## src/rtl/radio_spi_map.vh

```
// Constants for the radio serial register port: header layout, status
// byte fields, state codes and the configuration register map.
// Assumes it is included by its bare name from the rtl folder.
`ifndef RADIO_SPI_MAP_VH
`define RADIO_SPI_MAP_VH

// Header byte: bit 7 read, bit 6 burst, bits 5:0 address
`define HDR_RW_BIT        7
`define HDR_BURST_BIT     6
`define HDR_SINGLE_WRITE  8'h00
`define HDR_BURST_WRITE   8'h40
`define HDR_SINGLE_READ   8'h80
`define HDR_BURST_READ    8'hc0

// Status byte fields
`define ST_READY_BIT      7
`define ST_STATE_MSB      6
`define ST_STATE_LSB      4
`define ST_COUNT_MSB      3
`define ST_COUNT_LSB      0

// Main state codes
`define CODE_IDLE         3'h0
`define CODE_RX           3'h1
`define CODE_TX           3'h2
`define CODE_FAST_TX      3'h3
`define CODE_CALIBRATE    3'h4
`define CODE_SETTLING     3'h5
`define CODE_RX_OVERRUN   3'h6
`define CODE_TX_UNDERRUN  3'h7

// Address map
`define CFG_FIRST         6'h00
`define CFG_LAST          6'h2e
`define CFG_COUNT         47
`define ADDR_NO_REG       6'h2f
`define ADDR_FLUSH_RX     6'h3a
`define ADDR_FLUSH_TX     6'h3b
`define CFG_RESET         8'h00
`define UNMAPPED_READ     8'h00

// Configuration register offsets
`define PIN2_OUTPUT_SELECT     6'h00
`define PIN1_OUTPUT_SELECT     6'h01
`define PIN0_OUTPUT_SELECT     6'h02
`define QUEUE_THRESHOLDS       6'h03
`define FRAME_MARKER_HIGH      6'h04
`define FRAME_MARKER_LOW       6'h05
`define PACKET_LENGTH_LIMIT    6'h06
`define PACKET_AUTOMATION_A    6'h07
`define PACKET_AUTOMATION_B    6'h08
`define NODE_MATCH_ID          6'h09
`define CHANNEL_INDEX          6'h0a
`define SYNTH_CONTROL_A        6'h0b
`define SYNTH_CONTROL_B        6'h0c
`define CARRIER_WORD_HIGH      6'h0d
`define CARRIER_WORD_MID       6'h0e
`define CARRIER_WORD_LOW       6'h0f
`define MODEM_SETUP_4          6'h10
`define MODEM_SETUP_3          6'h11
`define MODEM_SETUP_2          6'h12
`define MODEM_SETUP_1          6'h13
`define MODEM_SETUP_0          6'h14
`define FREQUENCY_DEVIATION    6'h15
`define RADIO_FSM_SETUP_2      6'h16
`define RADIO_FSM_SETUP_1      6'h17
`define RADIO_FSM_SETUP_0      6'h18
`define OFFSET_COMPENSATION    6'h19
`define BIT_SYNC_SETUP         6'h1a
`define GAIN_CONTROL_2         6'h1b
`define GAIN_CONTROL_1         6'h1c
`define GAIN_CONTROL_0         6'h1d
`define WAKE_TIMEOUT_HIGH      6'h1e
`define WAKE_TIMEOUT_LOW       6'h1f
`define WAKE_POLLING_CONTROL   6'h20
`define RECEIVE_FRONT_END      6'h21
`define TRANSMIT_FRONT_END     6'h22
`define SYNTH_CALIBRATION_3    6'h23
`define SYNTH_CALIBRATION_2    6'h24
`define SYNTH_CALIBRATION_1    6'h25
`define SYNTH_CALIBRATION_0    6'h26
`define RC_OSCILLATOR_SETUP_1  6'h27
`define RC_OSCILLATOR_SETUP_0  6'h28
`define SYNTH_CAL_TEST         6'h29
`define PRODUCTION_CHECK       6'h2a
`define GAIN_LOOP_CHECK        6'h2b
`define FACTORY_TUNING_2       6'h2c
`define FACTORY_TUNING_1       6'h2d
`define FACTORY_TUNING_0       6'h2e

`endif

```

## src/rtl/appended_status.v

```verilog
// Forms the two status bytes placed after a received packet's payload.
// Assumes the receive queue writer accepts one byte per valid cycle.
`timescale 1ns/1ps
module appended_status (
  input  wire       clock,
  input  wire       rst_n,
  input  wire       packet_end,
  input  wire [7:0] signal_strength_value,
  input  wire       crc_enable,
  input  wire       crc_match,
  input  wire [6:0] link_quality_estimate,
  output reg        append_valid,
  output reg  [7:0] append_byte
);
  localparam IDLE_S   = 2'h0;
  localparam SECOND_S = 2'h1;

  reg [1:0] state_r;
  reg [7:0] second_r;

  always @(posedge clock) begin
    if (!rst_n) begin
      state_r      <= IDLE_S;
      second_r     <= 8'h00;
      append_valid <= 1'b0;
      append_byte  <= 8'h00;
    end else begin
      case (state_r)
        IDLE_S: begin
          append_valid <= packet_end;
          if (packet_end) begin
            append_byte <= signal_strength_value;
            // Disabled check counts as a pass
            second_r <= {crc_match | ~crc_enable,
                         link_quality_estimate};
            state_r  <= SECOND_S;
          end
        end
        SECOND_S: begin
          append_valid <= 1'b1;
          append_byte  <= second_r;
          state_r      <= IDLE_S;
        end
        default: begin
          append_valid <= 1'b0;
          state_r      <= IDLE_S;
        end
      endcase
    end
  end
endmodule

```

## src/rtl/pin_sync.v

```verilog
// Two-flop synchroniser for pins from outside the clock domain.
// Assumes the receiving logic reads only sync_out.
`timescale 1ns/1ps
module pin_sync #(
  parameter WIDTH = 1
) (
  input  wire             clock,
  input  wire             rst_n,
  input  wire [WIDTH-1:0] async_in,
  input  wire [WIDTH-1:0] reset_level,
  output reg  [WIDTH-1:0] sync_out
);
  reg [WIDTH-1:0] meta_r;

  // Reset level is a tie-off constant at each instance
  always @(posedge clock) begin
    if (!rst_n) begin
      meta_r   <= reset_level;
      sync_out <= reset_level;
    end else begin
      meta_r   <= async_in;
      sync_out <= meta_r;
    end
  end
endmodule

```

## src/rtl/radio_spi_port.v

```verilog
// Serial register port of the radio: status byte, configuration
// registers, flush strobes and the appended packet status bytes.
// Assumes a host as serial master in mode 0, most significant bit first,
// with its serial clock at least eight system clocks per period.
`timescale 1ns/1ps
`include "radio_spi_map.vh"

// How it works
// - Ready flag high until supply and oscillator stable
// - Status bits 6:4 carry main state code
// - Calibrate code 4, settling code 5
// - Idle may stand in for transitional codes
// - Overrun code 6 held until host flush
// - Underrun code 7, cleared by transmit flush
// - Bits 3:0 receive count or transmit free
// - First appended byte is signal strength
// - Appended bit 7 is CRC pass flag
// - Appended bits 6:0 are link quality
// - Addresses 0x00 to 0x2E are read/write registers
module radio_spi_port (
  input  wire         clock,
  input  wire         rst_n,
  input  wire         serial_clock_pin,
  input  wire         select_n_pin,
  input  wire         serial_in_pin,
  output reg          serial_out,
  output reg          serial_out_oe,
  input  wire         supply_stable,
  input  wire         oscillator_stable,
  input  wire [2:0]   radio_mode,
  input  wire [3:0]   receive_queue_count,
  input  wire [3:0]   transmit_queue_free,
  input  wire         receive_queue_overrun,
  input  wire         transmit_queue_underrun,
  input  wire         packet_end,
  input  wire [7:0]   signal_strength_value,
  input  wire         crc_enable,
  input  wire         crc_match,
  input  wire [6:0]   link_quality_estimate,
  output reg          flush_receive_queue_cmd,
  output reg          flush_transmit_queue_cmd,
  output reg          device_not_ready_flag,
  output wire         append_valid,
  output wire [7:0]   append_byte,
  output wire [375:0] config_flat
);
  localparam IDLE_S = 2'h0;
  localparam HDR_S  = 2'h1;
  localparam DATA_S = 2'h2;

  wire [2:0] pins_sync;
  wire       sclk_s;
  wire       sel_n_s;
  wire       sin_s;

  reg  [1:0] phase_r;
  reg  [2:0] bit_cnt_r;
  reg  [6:0] shift_in_r;
  reg        sclk_d_r;
  reg        sel_d_r;
  reg        read_r;
  reg        burst_r;
  reg  [5:0] addr_r;
  reg  [7:0] data_out_r;
  reg        rx_overrun_r;
  reg        tx_underrun_r;
  reg  [7:0] cfg_r [0:`CFG_COUNT-1];

  reg  [2:0] state_code;
  reg  [7:0] status_now;
  reg  [7:0] out_byte;
  reg  [7:0] in_byte;
  reg  [7:0] read_mux;
  reg  [5:0] read_addr;
  reg        hdr_read;

  wire sclk_rise;
  wire sclk_fall;
  wire sel_fall;
  wire sel_rise;
  wire byte_done;
  wire flush_rx_now;
  wire flush_tx_now;

  integer i;
  genvar  g;

  // Idle levels: clock low, select high, data low
  pin_sync #(
    .WIDTH (3)
  ) u_pin_sync (
    .clock       (clock),
    .rst_n       (rst_n),
    .async_in    ({serial_clock_pin, select_n_pin, serial_in_pin}),
    .reset_level (3'h2),
    .sync_out    (pins_sync)
  );

  assign sclk_s  = pins_sync[2];
  assign sel_n_s = pins_sync[1];
  assign sin_s   = pins_sync[0];

  assign sclk_rise = sclk_s & ~sclk_d_r & ~sel_n_s;
  assign sclk_fall = ~sclk_s & sclk_d_r & ~sel_n_s;
  assign sel_fall  = ~sel_n_s & sel_d_r;
  assign sel_rise  = sel_n_s & ~sel_d_r;
  assign byte_done = sclk_rise && (bit_cnt_r == 3'h7);

  always @* begin
    in_byte = {shift_in_r, sin_s};
  end

  // Strobes only as single-access headers; burst forms stay unused
  assign flush_rx_now = byte_done && (phase_r == HDR_S) && !in_byte[`HDR_BURST_BIT]
                        && (in_byte[5:0] == `ADDR_FLUSH_RX);
  assign flush_tx_now = byte_done && (phase_r == HDR_S) && !in_byte[`HDR_BURST_BIT]
                        && (in_byte[5:0] == `ADDR_FLUSH_TX);

  // Fault codes outrank the live mode; overrun wins if both stand
  always @* begin
    if (rx_overrun_r) begin
      state_code = `CODE_RX_OVERRUN;
    end else if (tx_underrun_r) begin
      state_code = `CODE_TX_UNDERRUN;
    end else begin
      // Mode source may show idle during short transitions
      state_code = radio_mode;
    end
  end

  // Direction bit arrives first, so the count field can follow it
  always @* begin
    hdr_read = (phase_r == HDR_S && bit_cnt_r == 3'h0) ? sin_s : read_r;
    status_now = {device_not_ready_flag,
                  state_code,
                  hdr_read ? receive_queue_count
                           : transmit_queue_free};
  end

  // Write bytes answer with status again, read bytes with data
  always @* begin
    if (phase_r == DATA_S && read_r) begin
      out_byte = data_out_r;
    end else begin
      out_byte = status_now;
    end
  end

  always @* begin
    read_addr = (phase_r == HDR_S) ? in_byte[5:0] : addr_r + 6'h01;
    if (read_addr <= `CFG_LAST) begin
      read_mux = cfg_r[read_addr];
    end else begin
      // 0x2f and status space return a fixed filler
      read_mux = `UNMAPPED_READ;
    end
  end

  always @(posedge clock) begin
    if (!rst_n) begin
      sclk_d_r <= 1'b0;
      sel_d_r  <= 1'b1;
    end else begin
      sclk_d_r <= sclk_s;
      sel_d_r  <= sel_n_s;
    end
  end

  // Flag follows both conditions live, so a later dropout shows too
  always @(posedge clock) begin
    if (!rst_n) begin
      device_not_ready_flag <= 1'b1;
    end else begin
      device_not_ready_flag <= ~(supply_stable & oscillator_stable);
    end
  end

  // Set wins over a flush in the same cycle
  always @(posedge clock) begin
    if (!rst_n) begin
      rx_overrun_r             <= 1'b0;
      tx_underrun_r            <= 1'b0;
      flush_receive_queue_cmd  <= 1'b0;
      flush_transmit_queue_cmd <= 1'b0;
    end else begin
      rx_overrun_r  <= receive_queue_overrun | (rx_overrun_r & ~flush_rx_now);
      tx_underrun_r <= transmit_queue_underrun | (tx_underrun_r & ~flush_tx_now);
      flush_receive_queue_cmd  <= flush_rx_now;
      flush_transmit_queue_cmd <= flush_tx_now;
    end
  end

  // Transaction sequencer
  always @(posedge clock) begin
    if (!rst_n) begin
      phase_r    <= IDLE_S;
      bit_cnt_r  <= 3'h0;
      shift_in_r <= 7'h00;
      read_r     <= 1'b0;
      burst_r    <= 1'b0;
      addr_r     <= 6'h00;
      data_out_r <= 8'h00;
    end else if (sel_n_s) begin
      // Deselect aborts any partial byte
      phase_r   <= IDLE_S;
      bit_cnt_r <= 3'h0;
    end else begin
      case (phase_r)
        IDLE_S: begin
          phase_r   <= HDR_S;
          bit_cnt_r <= 3'h0;
        end
        HDR_S: begin
          if (sclk_rise) begin
            shift_in_r <= in_byte[6:0];
            bit_cnt_r  <= bit_cnt_r + 3'h1;
            if (bit_cnt_r == 3'h0) begin
              read_r <= sin_s;
            end
            if (byte_done) begin
              burst_r    <= in_byte[`HDR_BURST_BIT];
              addr_r     <= in_byte[5:0];
              data_out_r <= read_mux;
              phase_r    <= DATA_S;
            end
          end
        end
        DATA_S: begin
          if (sclk_rise) begin
            shift_in_r <= in_byte[6:0];
            bit_cnt_r  <= bit_cnt_r + 3'h1;
            if (byte_done) begin
              if (burst_r) begin
                // Burst walks upward; beyond the map reads filler
                addr_r     <= addr_r + 6'h01;
                data_out_r <= read_mux;
              end else begin
                // Single access: next byte is a fresh header
                phase_r <= HDR_S;
              end
            end
          end
        end
        default: begin
          phase_r <= IDLE_S;
        end
      endcase
    end
  end

  // Configuration store
  always @(posedge clock) begin
    if (!rst_n) begin
      for (i = 0; i < `CFG_COUNT; i = i + 1) begin
        cfg_r[i] <= `CFG_RESET;
      end
    end else if (byte_done && phase_r == DATA_S && !read_r
                 && addr_r <= `CFG_LAST) begin
      // Writes at 0x2f and above are dropped here
      cfg_r[addr_r] <= in_byte;
    end
  end

  // Output pin: bit 7 of status appears on the third clock after select falls
  always @(posedge clock) begin
    if (!rst_n) begin
      serial_out    <= 1'b0;
      serial_out_oe <= 1'b0;
    end else if (sel_rise || sel_n_s) begin
      serial_out    <= 1'b0;
      serial_out_oe <= 1'b0;
    end else if (sel_fall) begin
      serial_out    <= status_now[`ST_READY_BIT];
      serial_out_oe <= 1'b1;
    end else if (sclk_fall) begin
      serial_out    <= out_byte[~bit_cnt_r];
      serial_out_oe <= 1'b1;
    end
  end

  generate
    for (g = 0; g < `CFG_COUNT; g = g + 1) begin : cfg_out
      assign config_flat[g*8 +: 8] = cfg_r[g];
    end
  endgenerate

  appended_status u_appended_status (
    .clock                 (clock),
    .rst_n                 (rst_n),
    .packet_end            (packet_end),
    .signal_strength_value (signal_strength_value),
    .crc_enable            (crc_enable),
    .crc_match             (crc_match),
    .link_quality_estimate (link_quality_estimate),
    .append_valid          (append_valid),
    .append_byte           (append_byte)
  );
endmodule
```

## config.mk

```make
export PLATFORM = sky130hd
export DESIGN_NAME = radio_spi_port
export DESIGN_NICKNAME = d
export VERILOG_FILES = /design/src/rtl/appended_status.v /design/src/rtl/pin_sync.v /design/src/rtl/radio_spi_port.v
export VERILOG_INCLUDE_DIRS = /design/src /design/src/rtl
export SDC_FILE = /design/constraint.sdc
export NUM_CORES = 1
export LEC_CHECK = 0
export BUFFER_PORTS_ARGS = -buffer_cell sky130_fd_sc_hd__buf_2
export CORE_ASPECT_RATIO = 1.75
export CORE_MARGIN = 4
export CORE_UTILIZATION = 40
export DETAILED_ROUTE_END_ITERATION = 12
export HOLD_SLACK_MARGIN = 0.12
export PLACE_DENSITY_LB_ADDON = 0.3
export SKIP_CTS_REPAIR_TIMING = 1
export SYNTH_ARGS = -nofsm -noshare
export SYNTH_HDL_FRONTEND = slang
export SYNTH_SLANG_ARGS = --single-unit
```

## constraint.sdc

```tcl
create_clock -name clock -period 4.6 [get_ports clock]
set_input_delay 0.23 -clock clock [delete_from_list [all_inputs] [get_ports clock]]
set_output_delay 0.23 -clock clock [all_outputs]
set_load 0.03 [all_outputs]
```

==> metrics <==
outcome complete, no violations; CP Launch Type flop; layout cells sized above 1 a little under a quarter; Sequential Power Share 48.7%; post-route minimum period 3.73 ns; ys flop type edfxtp_1; Vias 21884; clock share of power ~41%; CTS max path bufs 3; clock sinks 444; post-synth cell types 80; Routability Congestion 0.971; mean routed wirelength per cell 28.4 um; largest net degree at the start of global routing 87; Final TNS setup 0 ns; #FFs+latches synth 444; Slew Limit Fails 0; highest clock rate roughly 270 MHz; Max-slew headroom 18.7%; die width 192 um; initial cell density of the core 40.3%; crit-path max FO 50; Synth Warn # 0; H-Tree Depth 2; Core ar. around 0.06 mm2; Post-synth EDFFs 383; gr usage total 30.7%; Max-cap violations 0; Async S/R FF share, synth 0%; # rows 118; Syn Nets 2460; first-pass GRT wire length 143 mm; Tcrit/Tclk final 81.2%; Sw Ratio 27.0%; reg2reg end data_out_r[0]$_SDFFE_PN0P_; CP arrival 4.25 ns; grt met2 use 50.0%; Post-Syn Area per Cell 9.87 um2; vias per std cell 6.09; Least-Margin Pin Slew 1.21 ns; PwrDens 344 mW/mm2; critical path capture point type flop; RSZ-0062 raised after global routing no; hold_ws 0.0629 ns; IO Count ~430; Reg2Reg Depth 10; fin area about 0.028 mm2; drt pass-1 iters 6; total leakage power 10.7 nW; critical path class reg2reg; CTS Buf Count 44; DIE AREA 0.0636 mm2; vias in the first global route 20587; placed instance area 0.0267 mm2; skew final ~0.025 ns; DIE HEIGHT about 330 um; DRC violations left 0; Sw Pwr between 0.002 and 0.003 W; final wirelength about 100 mm; hold path depth 4; setup violators final 0; peak supply drop 298 uV; area grow syn2layout 19.7%; Clock Latency Late Sink 0.59 ns; Syn Std Cell Area 0.0238 mm2; M1 GR Usage ~36%; fin nets around 2800; initial antenna violation count 1; quantity of I/O buffers inserted on ports 427; Finished Layout Cells 3591; Top Usage Layer GRT met2; Setup crit end data_out_r[0]$_SDFFE_PN0P_; Combinational Power Share 10.2%; reg2reg start phase_r[1]$_SDFFE_PP0P_; met3 GRT Util 6.81%; Worst EP required 5.12 ns; post-layout util 48.2%; flop-to-flop setup slack 0.87 ns; post-route antenna net violation count 0; Synth Instances approximately 2400; worst hold path type in2reg; Fillers 5481; Worst-path clk slew around 0.070 ns; root buffer cell clkbuf_16; global route overflow 0; Initial DRC Count between 3000 and 4000; antenna diode count 0; sequential cell area fraction in the yosys report between 50% and 60%; Final Hold Fails 0; dpl cells 3487; Worst setup startpoint phase_r[1]$_SDFFE_PP0P_; Int Pwr roughly 0.0071 W; CTS tree done; dpl hpwl 72.2 mm
## metal layers
| layer | vias to the layer above | part of all wire, % |
|---|---|---|
| met5 | - | 0 |
| met4 | 0 | 8.7 |
| met3 | 384 | 11 |
| met2 | 1593 | 47 |
| met1 | 10467 | 34 |
| li1 | 9440 | - |
## through the flow
stage          setup WS (ns)  power, W
2_1_floorplan           1.63   0.00536
6_report               0.866   0.00979
5_1_grt                0.563    0.0100
3_5_place_dp           0.942   0.00582
4_1_cts                0.920   0.00980
3_3_place_gp            1.13   0.00581
## worst max-delay path: stages, from the launching register on
cell and delay, ns:
dfxtp_1 0.35, inv_1 0.13, ha_4 0.53, nor2b_1 0.20, nor2_4 0.53, buf_12 0.32
a21oi_1 0.12, o21ai_0 0.41, o21ai_0 0.26, a22oi_1 0.54, a32o_1 0.24
## synthesized netlist by cell type (48+ instances only)
cell	count	area share [%]
edfxtp_1	383	48
and2_1	349	9.2
o21ai_0	264	5.6
a21oi_1	185	3.9
nand2_1	180	2.8
clkbuf_1	121	1.9
nor2_1	105	1.7
inv_1	91	1.4
a31oi_1	72	1.9
buf_2	72	1.5
dfxtp_1	61	5.1
nand2b_1	59	1.6
nor3_1	55	1.2
a211oi_1	48	1.5
## how the worst min path moves through the flow
stage | start | end | slack (ns)
3_5_place_dp | u_pin_sync.meta_r[1]$_SDFF_PN1_ | u_pin_sync.sync_out[1]$_SDFF_PN1_ | 0.41
5_1_grt | signal_strength_value[3] | u_appended_status.append_byte[3]$_SDFFE_PN0P_ | 0.12
3_3_place_gp | u_pin_sync.meta_r[1]$_SDFF_PN1_ | u_pin_sync.sync_out[1]$_SDFF_PN1_ | 0.40
2_1_floorplan | oscillator_stable | device_not_ready_flag$_SDFF_PN1_ | 0.32
6_report | signal_strength_value[3] | u_appended_status.append_byte[3]$_SDFFE_PN0P_ | 0.06
4_1_cts | supply_stable | device_not_ready_flag$_SDFF_PN1_ | -0.21
## power by group through the flow
stage / clock, W / combinational, W / sequential [W]
global route: 0.00420 / 0.00106 / 0.00477
global placement: 0 / 0.000969 / 0.00484
floorplan: 0 / 0.000296 / 0.00507
finish: 0.00402 / 0.00100 / 0.00477
CTS: 0.00406 / 0.000983 / 0.00476
detailed placement: 0 / 0.000980 / 0.00484
## sequential cells by signal, indices dropped and copies added (netlist names)
name                            cells
data_out_r                          8
cfg_r                             383
flush_transmit_queue_cmd            1
burst_r                             1
read_r                              1
u_pin_sync.meta_r                   3
bit_cnt_r                           3
u_appended_status.state_r           1
device_not_ready_flag               1
rx_overrun_r                        1
serial_out_oe                       1
u_appended_status.second_r          8
u_appended_status.append_valid      1
serial_out                          1
sclk_d_r                            1
u_pin_sync.sync_out                 3
tx_underrun_r                       1
shift_in_r                          7
sel_d_r                             1
u_appended_status.append_byte       8
phase_r                             2
flush_receive_queue_cmd             1
addr_r                              6
## cell usage in the layout (no fill, tap or decap), types with 11 or more instances in the layout
| master | synthesis | layout |
|---|---|---|
| nand3_1 | 18 | 18 |
| nor3_1 | 55 | 55 |
| dfxtp_1 | 61 | 56 |
| o31ai_1 | 12 | 12 |
| a31oi_1 | 72 | 72 |
| mux2i_1 | 13 | 13 |
| buf_4 | 15 | 88 |
| a21boi_0 | 17 | 17 |
| dlygate4sd3_1 | 0 | 23 |
| o21ai_1 | 32 | 32 |
| clkbuf_16 | 0 | 45 |
| inv_1 | 91 | 90 |
| a41oi_1 | 13 | 13 |
| o211ai_1 | 23 | 23 |
| a221oi_1 | 11 | 11 |
| nand2b_1 | 59 | 59 |
| buf_2 | 72 | 427 |
| a211oi_1 | 48 | 48 |
| or3_1 | 11 | 11 |
| edfxtp_1 | 383 | 383 |
| nand2_1 | 180 | 179 |
| and2_1 | 349 | 349 |
| nor2b_1 | 12 | 12 |
| a22oi_1 | 36 | 36 |
| o21ai_0 | 264 | 264 |
| nor2_1 | 105 | 105 |
| a21oi_1 | 185 | 185 |
## kinds of logic (layout without fill, tap and decap cells)
family / after synthesis / count (layout) / share of synthesized area, %
and+or+nand+nor: 830 / 830 / 18.8
AOI/OAI and AO/OA: 789 / 789 / 20.3
DFF: 444 / 444 / 53.4
buffers and inverters: 317 / 715 / 5.74
muxes: 21 / 21 / 1.16
adders and majority gates: 9 / 9 / 0.473
xor gates and xnor gates: 3 / 3 / 0.142
## final cells by class
cell class	instances	area (um2)	area share, %
flip-flops and latches	444	12700	44.7
multi-input cells	1652	9760	34.3
repair buffers	541	3090	10.8
clock buffers	49	1150	4.04
well taps	780	976	3.43
clock inverters	32	428	1.50
inverters	93	349	1.23
No activity file was read; power rests on OpenSTA's default activity.
